--- src/core/cmd_decode_pkg.sv ---
// Shared constants and types for the command decoder and its controller end
// Assumes one clock domain and a single active-low asynchronous reset
package cmd_decode_pkg;

    localparam int BANK_W = 3;
    localparam int ADDR_W = 13;
    localparam int AUTO_CLOSE_POS = 10;
    localparam int CHOP_POS = 12;
    localparam int WRITE_LAT = 5;
    localparam logic [3:0] PD_TRANSITION_LEAD = 4'(WRITE_LAT - 1);
    localparam logic [3:0] PD_EXIT_TAIL = 4'h4;
    localparam int SELF_SLEEP_WAIT_CK = 512;
    localparam logic [9:0] SELF_SLEEP_WAIT = 10'(SELF_SLEEP_WAIT_CK);
    localparam logic [2:0] BURST_EIGHT_CK = 3'h4;
    localparam logic [2:0] BURST_FOUR_CK = 3'h2;

    typedef enum logic [4:0] {
        CMD_IDLE,
        CMD_DESELECT,
        CMD_CONFIG_LOAD,
        CMD_REFRESH,
        CMD_SELF_SLEEP_ENTER,
        CMD_SELF_SLEEP_LEAVE,
        CMD_LOW_POWER_ENTER,
        CMD_LOW_POWER_LEAVE,
        CMD_ROW_OPEN,
        CMD_CLOSE_ONE,
        CMD_CLOSE_ALL,
        CMD_STORE,
        CMD_FETCH,
        CMD_CAL_LONG,
        CMD_CAL_SHORT,
        CMD_ILLEGAL
    } cmd_kind_t;

endpackage

--- src/core/mem_cmd_if.sv ---
// Command and address pins between controller and memory device
// Assumes both ends run on the same ref_clk
`timescale 1ns/1ns
interface mem_cmd_if;
    import cmd_decode_pkg::*;
    logic reset_n;
    logic cke;
    logic cs_n;
    logic ras_n;
    logic cas_n;
    logic we_n;
    logic termination_ctl;
    logic [BANK_W-1:0] bank;
    logic [ADDR_W-1:0] addr;

    modport ctrl (output reset_n, cke, cs_n, ras_n, cas_n, we_n, termination_ctl, bank, addr);
    modport dev (input reset_n, cke, cs_n, ras_n, cas_n, we_n, termination_ctl, bank, addr);
endinterface

--- src/core/mem_cmd_device.sv ---
// Memory device end: registers the pins each edge and decodes commands
// Assumes controller drives the dev modport from ref_clk logic
//
// What this block and its controller do
// - Decode command from strobes each rising edge
// - Bank pins select bank or mode register
// - Row open takes bank and row
// - Store start; chop bit picks four or eight
// - Fetch start; chop bit picks four or eight
// - Store auto-close bit closes bank after burst; here the bit is only passed out on cmd_auto_close
// - Fetch auto-close bit closes bank after burst; here the bit is only passed out on cmd_auto_close
// - Fixed burst mode ignores chop bit
// - Started bursts always run to completion
// - Idle command leaves running burst untouched
// - Chip select high acts as idle
// - No refresh while in power-down
// - Termination never alters commands; off in sleep
// - Self-sleep leave on clock gate rise
// - Controller waits 512 cycles before writing
// - Controller holds reset pin high normally
// - Short power-down: termination timing uncertain
// - Short idle gap: termination timing uncertain; term_uncertain here follows power-down entry and leave only
// - Controller sends idle on gate edges, except the refresh pattern on self-sleep entry
// - Entry window starts lead cycles before gate; here it starts at the decoded entry and lasts PD_TRANSITION_LEAD cycles
`timescale 1ns/1ns
module mem_cmd_device
    import cmd_decode_pkg::*;
(
    // Clock and reset
    input wire logic ref_clk,
    input wire logic arst_n,
    // Link
    mem_cmd_if.dev link,
    // Configuration
    input wire logic burst_fixed,
    input wire logic fixed_chop,
    // Decoded command
    output cmd_kind_t cmd_kind,
    output logic cmd_valid,
    output logic [BANK_W-1:0] cmd_bank,
    output logic [ADDR_W-1:0] cmd_addr,
    output logic cmd_chop,
    output logic cmd_auto_close,
    // Status
    output logic burst_busy,
    output logic in_low_power,
    output logic in_self_sleep,
    output logic refresh_pulse,
    output logic termination_value,
    output logic term_uncertain
);
    // ----------------------------------------
    // State
    // ----------------------------------------
    typedef struct packed {
        logic [1:0] cke_s;
        logic [1:0] cs_s;
        logic [1:0] ras_s;
        logic [1:0] cas_s;
        logic [1:0] we_s;
        logic [1:0] odt_s;
        logic [BANK_W-1:0] bank_s1;
        logic [BANK_W-1:0] bank_s2;
        logic [ADDR_W-1:0] addr_s1;
        logic [ADDR_W-1:0] addr_s2;
        logic cke_prev;
        cmd_kind_t kind;
        logic valid;
        logic [BANK_W-1:0] bank;
        logic [ADDR_W-1:0] addr;
        logic chop;
        logic auto_close;
        logic [2:0] burst_cnt;
        logic low_power;
        logic self_sleep;
        logic refresh;
        logic term;
        logic [3:0] unc_cnt;
        logic busy;
        logic unc;
    } dev_state_t;

    dev_state_t st_reg;
    dev_state_t st_next;
    cmd_kind_t kind_w;
    logic cke_now;

    assign cke_now = st_reg.cke_s[1];

    // ----------------------------------------
    // Pin decode
    // ----------------------------------------
    cmd_pattern_decode u_decode (
        .cke_prev(st_reg.cke_prev),
        .cke_now(cke_now),
        .cs_n(st_reg.cs_s[1]),
        .ras_n(st_reg.ras_s[1]),
        .cas_n(st_reg.cas_s[1]),
        .we_n(st_reg.we_s[1]),
        .auto_close(st_reg.addr_s2[AUTO_CLOSE_POS]),
        .kind(kind_w)
    );

    // ----------------------------------------
    // Next state
    // ----------------------------------------
    always_comb
    begin
        st_next = st_reg;
        st_next.cke_s = {st_reg.cke_s[0], link.cke};
        st_next.cs_s = {st_reg.cs_s[0], link.cs_n};
        st_next.ras_s = {st_reg.ras_s[0], link.ras_n};
        st_next.cas_s = {st_reg.cas_s[0], link.cas_n};
        st_next.we_s = {st_reg.we_s[0], link.we_n};
        st_next.odt_s = {st_reg.odt_s[0], link.termination_ctl};
        st_next.bank_s1 = link.bank;
        st_next.bank_s2 = st_reg.bank_s1;
        st_next.addr_s1 = link.addr;
        st_next.addr_s2 = st_reg.addr_s1;
        st_next.cke_prev = cke_now;
        st_next.kind = kind_w;
        st_next.valid = 1'b1;
        st_next.bank = st_reg.bank_s2;
        st_next.addr = st_reg.addr_s2;
        st_next.auto_close = st_reg.addr_s2[AUTO_CLOSE_POS];
        st_next.chop = burst_fixed ? fixed_chop : !st_reg.addr_s2[CHOP_POS];
        st_next.refresh = 1'b0;
        // ----------------------------------------
        // Burst counter
        // ----------------------------------------
        if (st_reg.burst_cnt != 3'h0)
            st_next.burst_cnt = st_reg.burst_cnt - 3'h1;
        // ----------------------------------------
        // Command effects
        // ----------------------------------------
        case (kind_w)
            CMD_STORE, CMD_FETCH:
                if (st_reg.burst_cnt == 3'h0)
                    st_next.burst_cnt = st_next.chop ? BURST_FOUR_CK : BURST_EIGHT_CK;
            CMD_REFRESH:
                st_next.refresh = !st_reg.low_power;
            CMD_LOW_POWER_ENTER:
            begin
                st_next.low_power = 1'b1;
                st_next.unc_cnt = PD_TRANSITION_LEAD;
            end
            CMD_LOW_POWER_LEAVE:
            begin
                st_next.low_power = 1'b0;
                st_next.unc_cnt = PD_EXIT_TAIL + PD_TRANSITION_LEAD;
            end
            CMD_SELF_SLEEP_ENTER:
                st_next.self_sleep = 1'b1;
            default:
                st_next.valid = (kind_w != CMD_ILLEGAL);
        endcase
        // ----------------------------------------
        // Self-sleep leave and termination
        // ----------------------------------------
        if (st_reg.self_sleep && cke_now)
        begin
            st_next.self_sleep = 1'b0;
            st_next.kind = CMD_SELF_SLEEP_LEAVE;
        end
        if (st_reg.unc_cnt != 4'h0 && kind_w != CMD_LOW_POWER_ENTER
            && kind_w != CMD_LOW_POWER_LEAVE)
            st_next.unc_cnt = st_reg.unc_cnt - 4'h1;
        st_next.term = st_reg.odt_s[1] && !st_next.self_sleep;
        st_next.busy = (st_next.burst_cnt != 3'h0);
        st_next.unc = (st_next.unc_cnt != 4'h0);
    end

    // ----------------------------------------
    // Register update
    // ----------------------------------------
    always_ff @(posedge ref_clk or negedge arst_n)
    begin
        if (!arst_n)
        begin
            st_reg <= '0;
            st_reg.cke_s <= 2'h3;
            st_reg.cke_prev <= 1'b1;
            st_reg.cs_s <= 2'h3;
            st_reg.ras_s <= 2'h3;
            st_reg.cas_s <= 2'h3;
            st_reg.we_s <= 2'h3;
            st_reg.kind <= CMD_IDLE;
        end
        else
            st_reg <= st_next;
    end

    // ----------------------------------------
    // Outputs
    // ----------------------------------------
    assign cmd_kind = st_reg.kind;
    assign cmd_valid = st_reg.valid;
    assign cmd_bank = st_reg.bank;
    assign cmd_addr = st_reg.addr;
    assign cmd_chop = st_reg.chop;
    assign cmd_auto_close = st_reg.auto_close;
    assign burst_busy = st_reg.busy;
    assign in_low_power = st_reg.low_power;
    assign in_self_sleep = st_reg.self_sleep;
    assign refresh_pulse = st_reg.refresh;
    assign termination_value = st_reg.term;
    assign term_uncertain = st_reg.unc;
endmodule

--- src/core/cmd_pattern_decode.sv ---
// Pure pin-pattern to command classifier
// Assumes pins are already synchronised to ref_clk
`timescale 1ns/1ns
module cmd_pattern_decode
    import cmd_decode_pkg::*;
(
    // Command pins
    input wire logic cke_prev,
    input wire logic cke_now,
    input wire logic cs_n,
    input wire logic ras_n,
    input wire logic cas_n,
    input wire logic we_n,
    input wire logic auto_close,
    // Result
    output cmd_kind_t kind
);
    always_comb
    begin
        kind = CMD_ILLEGAL;
        if (cke_prev && !cke_now)
        begin
            if (cs_n || (ras_n && cas_n && we_n))
                kind = CMD_LOW_POWER_ENTER;
            else if (!ras_n && !cas_n && we_n)
                kind = CMD_SELF_SLEEP_ENTER;
        end
        else if (!cke_prev && cke_now)
        begin
            if (cs_n || (ras_n && cas_n && we_n))
                kind = CMD_LOW_POWER_LEAVE;
        end
        else if (!cke_prev)
            kind = CMD_IDLE;
        else if (cs_n)
            kind = CMD_DESELECT;
        else
        begin
            case ({ras_n, cas_n, we_n})
                3'h0: kind = CMD_CONFIG_LOAD;
                3'h1: kind = CMD_REFRESH;
                3'h2: kind = auto_close ? CMD_CLOSE_ALL : CMD_CLOSE_ONE;
                3'h3: kind = CMD_ROW_OPEN;
                3'h4: kind = CMD_STORE;
                3'h5: kind = CMD_FETCH;
                3'h6: kind = auto_close ? CMD_CAL_LONG : CMD_CAL_SHORT;
                default: kind = CMD_IDLE;
            endcase
        end
    end
endmodule

--- src/flat_wrapper.sv ---
// flat-port wrapper written by rule: the top's interface ports become plain ports
module mem_cmd_device_flat import cmd_decode_pkg::*;
  (ref_clk, arst_n, burst_fixed, fixed_chop, cmd_kind, cmd_valid, cmd_bank, cmd_addr, cmd_chop, cmd_auto_close, burst_busy, in_low_power, in_self_sleep, refresh_pulse, termination_value, term_uncertain, link_reset_n, link_cke, link_cs_n, link_ras_n, link_cas_n, link_we_n, link_termination_ctl, link_bank, link_addr);
  mem_cmd_if link_i ();
  input wire logic ref_clk;
  input wire logic arst_n;
  input wire logic burst_fixed;
  input wire logic fixed_chop;
  output cmd_kind_t cmd_kind;
  output logic cmd_valid;
  output logic [BANK_W-1:0] cmd_bank;
  output logic [ADDR_W-1:0] cmd_addr;
  output logic cmd_chop;
  output logic cmd_auto_close;
  output logic burst_busy;
  output logic in_low_power;
  output logic in_self_sleep;
  output logic refresh_pulse;
  output logic termination_value;
  output logic term_uncertain;
  input wire logic [$bits(link_i.reset_n)-1:0] link_reset_n;
  input wire logic [$bits(link_i.cke)-1:0] link_cke;
  input wire logic [$bits(link_i.cs_n)-1:0] link_cs_n;
  input wire logic [$bits(link_i.ras_n)-1:0] link_ras_n;
  input wire logic [$bits(link_i.cas_n)-1:0] link_cas_n;
  input wire logic [$bits(link_i.we_n)-1:0] link_we_n;
  input wire logic [$bits(link_i.termination_ctl)-1:0] link_termination_ctl;
  input wire logic [$bits(link_i.bank)-1:0] link_bank;
  input wire logic [$bits(link_i.addr)-1:0] link_addr;
  assign link_i.reset_n = link_reset_n;
  assign link_i.cke = link_cke;
  assign link_i.cs_n = link_cs_n;
  assign link_i.ras_n = link_ras_n;
  assign link_i.cas_n = link_cas_n;
  assign link_i.we_n = link_we_n;
  assign link_i.termination_ctl = link_termination_ctl;
  assign link_i.bank = link_bank;
  assign link_i.addr = link_addr;
  mem_cmd_device u_core (.ref_clk(ref_clk), .arst_n(arst_n), .link(link_i), .burst_fixed(burst_fixed), .fixed_chop(fixed_chop), .cmd_kind(cmd_kind), .cmd_valid(cmd_valid), .cmd_bank(cmd_bank), .cmd_addr(cmd_addr), .cmd_chop(cmd_chop), .cmd_auto_close(cmd_auto_close), .burst_busy(burst_busy), .in_low_power(in_low_power), .in_self_sleep(in_self_sleep), .refresh_pulse(refresh_pulse), .termination_value(termination_value), .term_uncertain(term_uncertain));
endmodule
--- config.mk ---
export PLATFORM = sky130hd
export DESIGN_NAME = mem_cmd_device_flat
export DESIGN_NICKNAME = d
export VERILOG_FILES = /design/src/core/cmd_decode_pkg.sv /design/src/core/mem_cmd_if.sv /design/src/core/mem_cmd_device.sv /design/src/core/cmd_pattern_decode.sv /design/src/flat_wrapper.sv
export SDC_FILE = /design/constraint.sdc
export NUM_CORES = 1
export LEC_CHECK = 0
export ABC_AREA = 1
export BUFFER_PORTS_ARGS = -buffer_cell sky130_fd_sc_hd__buf_2
export CORE_MARGIN = 1
export CORE_UTILIZATION = 35
export CTS_CLUSTER_SIZE = 40
export DETAILED_ROUTE_END_ITERATION = 16
export GPL_TIMING_DRIVEN = 0
export HOLD_SLACK_MARGIN = 0.15
export SYNTH_ARGS = -nofsm -noshare
export SYNTH_HDL_FRONTEND = slang
export SYNTH_SLANG_ARGS = --single-unit
export TNS_END_PERCENT = 10
--- constraint.sdc ---
create_clock -name ref_clk -period 4.4 [get_ports ref_clk]
set_input_delay 0.88 -clock ref_clk [delete_from_list [all_inputs] [get_ports ref_clk]]
set_output_delay 0.88 -clock ref_clk [all_outputs]
set_load 0.03 [all_outputs]
==> metrics.md <==
| Metric | Value |
|---|---|
| Status | complete, no violations |
| Layout cell share with drive strength beyond 1 | 42.6% |
| Register area share after synthesis | 70.8% |
| Final Core Density | 44.6% |
| CTS Hold Bufs | 0 |
| M2 GR Usage | 18.3% |
| DRT Wirelength | 3940 um |
| Area delta synth->final | 22.1% |
| Die area | 8500 um^2 |
| Vias per cell | 4.01 |
| Layout Nets | 329 |
| ANT cells | 0 |
| WHS Endpoint | u_core.cmd_addr[6] |
| Syn Inst Count | 232 |
| HP Start | u_core.st_next[21] |
| Hold Path Stages | 0 |
| Setup crit start kind | flip-flop |
| Grt met1 use | 12.1% |
| Setup violations, final | 0 |
| Die Wd | 92.2 um |
| Gr busiest metal | met2 |
| R2R depth | 10 |
| Vias | 1624 |
| Setup slack, reg-to-reg | 2.58 ns |
| Drt pass-1 iters | 4 |
| I/O Pins | 57 |
| H-tree Lvls | 3 |
| Cell Count, Final, Fillers Out | 405 |
| Routed Antenna Nets | 0 |
| Maximum clock path buffer count | 2 |
| Gpl congestion | 0.775 |
| Max Transition Viols Final | 0 |
| Core area | 7810 um^2 |
| CP max FO | 2 |
| Global-route wire length before repair | 7020 um |
| CTS Buf Count | 9 |
| Iteration-0 DRC Markers | 31 |
| Final min period | 1.88 ns |
| Largest net degree at the start of global routing | 52 |
| Placed cells | 389 |
| CTS sink cnt | 80 |
| Setup bufs post-CTS | 0 |
| CTS tree | built |
| Power Dens Cells | 525 nW/um^2 |
| Critical Path RT | 3.52 ns |
| Yosys top cell by area | dfrtp_1 |
| WP data arrival | 1.00 ns |
| Hold Worst Slack | 0.350 ns |
| Dpl ws | 2.57 ns |
| F_max | 533 MHz |
| DIE HEIGHT | 92.2 um |
| WL/cell | 9.73 um |
| Crit end category | primary output |
| Count of final hold-check violations | 0 |
| Maximum clock skew at final layout | 0.00542 ns |
| Crit path kind | flip-flop to primary output |
| CTS clk-pin slew, worst paths | 0.08 ns |
| Dpl hpwl | 2810 um |
| Synthesized flop and latch total | 80 |
| Total track usage | 10.9% |
| # Max-Cap Violations | 0 |
| Synthesized Nets | 263 |
| Clock Latency Late Sink | 0.33 ns |
| Fillers | 754 |
| Rows | 32 |
| Yosys cell types | 29 |
| Largest register FFs | 38 |
| Grt total ovfl | 0 |
| Top cells by area, synth | dfrtp_1 61%, dfstp_2 10%, buf_4 5.5%, nand2_1 4.3%, inv_1 2.6% |
| Tcrit/Tclk final | 42.7% |
| Final setup margin | 2.52 ns |
| Synth warn | 0 |
| Leak | 0.00175 uW |
| Post_cts resized | 0 |
| Worst r2r dst | u_core.burst_busy |
| Reg2reg start | u_core.st_reg[73] |
| Hold WC Path Type | flip-flop to flip-flop |
| Avg Cell Area, Syn | 12.3 um^2 |
| IO Port Bufs | 54 |
| Top-area cell type share of the netlist area | 60.6% |
| Max rail drop VDD | 193 uV |
| CTS Root Cell | clkbuf_8 |
| RSZ-0062 raised after global routing | no |
| Grt met3 use | 2.99% |
| Initial antenna violation count | 0 |
| Post-Synthesis Cell Area | 2850 um^2 |
| Fin Setup TNS | 0 ns |
| Vias in the first global route | 1690 |
| Initial Utilization | 36.5% |
| DRC viols | 0 |
per-stage QoR:
stage               total power, uW  cell area (um^2)
floorplan                      1210              2850
CTS                            1870              3480
global route                   1950              3480
global placement               1300              3250
finish                         1830              3480
detailed placement             1310              3280
cell type report:
cell class                      count  area [um^2]  area share (%)
Sequential cell                    80         2020            57.9
Multi-Input combinational cell    103          569            16.4
Timing Repair Buffer               55          300            8.63
Buffer                             22          163            4.68
Clock buffer                       13          159            4.57
Tap cell                          102          128            3.67
Inverter                           27          101            2.91
Clock inverter                      3         42.5            1.22
cells in the final DEF, fill, tap and decap left out, types with 2 or more instances in the layout:
master and n:
nand3_2 3, nor2_2 3, dfrtp_1 69, dfstp_2 11
inv_1 20, nand2_1 33, xor2_1 2, inv_2 7
a21oi_1 6, nand2_2 5, buf_4 22, o21ai_0 3
nand3_1 12, ha_1 4, a21oi_2 3, clkbuf_1 2
buf_2 54, clkbuf_8 11, nor2_1 17
cells in the mapped netlist:
| cell | count |
|---|---|
| a21oi_1 | 6 |
| a21oi_2 | 3 |
| buf_2 | 1 |
| buf_4 | 21 |
| conb_1 | 1 |
| dfrtp_1 | 69 |
| dfstp_2 | 11 |
| ha_1 | 4 |
| inv_1 | 20 |
| inv_2 | 7 |
| mux2i_1 | 1 |
| nand2_1 | 33 |
| nand2_2 | 5 |
| nand2_4 | 1 |
| nand3_1 | 12 |
| nand3_2 | 3 |
| nand4_2 | 1 |
| nor2_1 | 17 |
| nor2_2 | 3 |
| nor2_4 | 1 |
| nor4_1 | 1 |
| o21ai_0 | 3 |
| o21ai_1 | 1 |
| o21ai_2 | 1 |
| o22ai_1 | 1 |
| o22ai_2 | 1 |
| or2_2 | 1 |
| xnor2_1 | 1 |
| xor2_1 | 2 |
per-layer routing:
layer | up-vias | wire length (um)
li1 | 828 | -
met1 | 759 | 1750
met4 | 0 | 49
met2 | 33 | 1980
met5 | - | 0
met3 | 4 | 157
critical path, cell delays in order (launching register included):
cell	delay, ns
dfrtp_1	0.38
buf_4	0.12
buf_2	0.16
worst max-delay path by stage:
stage / startpoint / endpoint / slack [ns]
finish: u_core.cmd_addr[10] / cmd_addr[10] / 2.52
global route: u_core.st_reg[73] / u_core.burst_busy / 2.42
CTS: u_core.cmd_addr[10] / cmd_addr[10] / 2.49
detailed placement: u_core.st_reg[73] / u_core.burst_busy / 2.57
global placement: arst_n / u_core.cmd_addr[0] / 1.90
floorplan: u_core.st_reg[73] / u_core.burst_busy / 2.77
power by group:
| group | switching [uW] | internal (uW) | total [uW] |
|---|---|---|---|
| clock network | 241 | 293 | 533 |
| logic | 272 | 169 | 440 |
| registers | 29.8 | 822 | 852 |
| total | 542 | 1280 | 1830 |
cell families after synthesis:
logic type	synth area share [%]
other cells	0.132
simple gates	13.2
fa+ha+maj	1.76
compound gates	3.65
buf+inv	9.27
xor+xnor	0.922
flops	70.8
mux	0.351
Power figures use the tool's default switching activity.
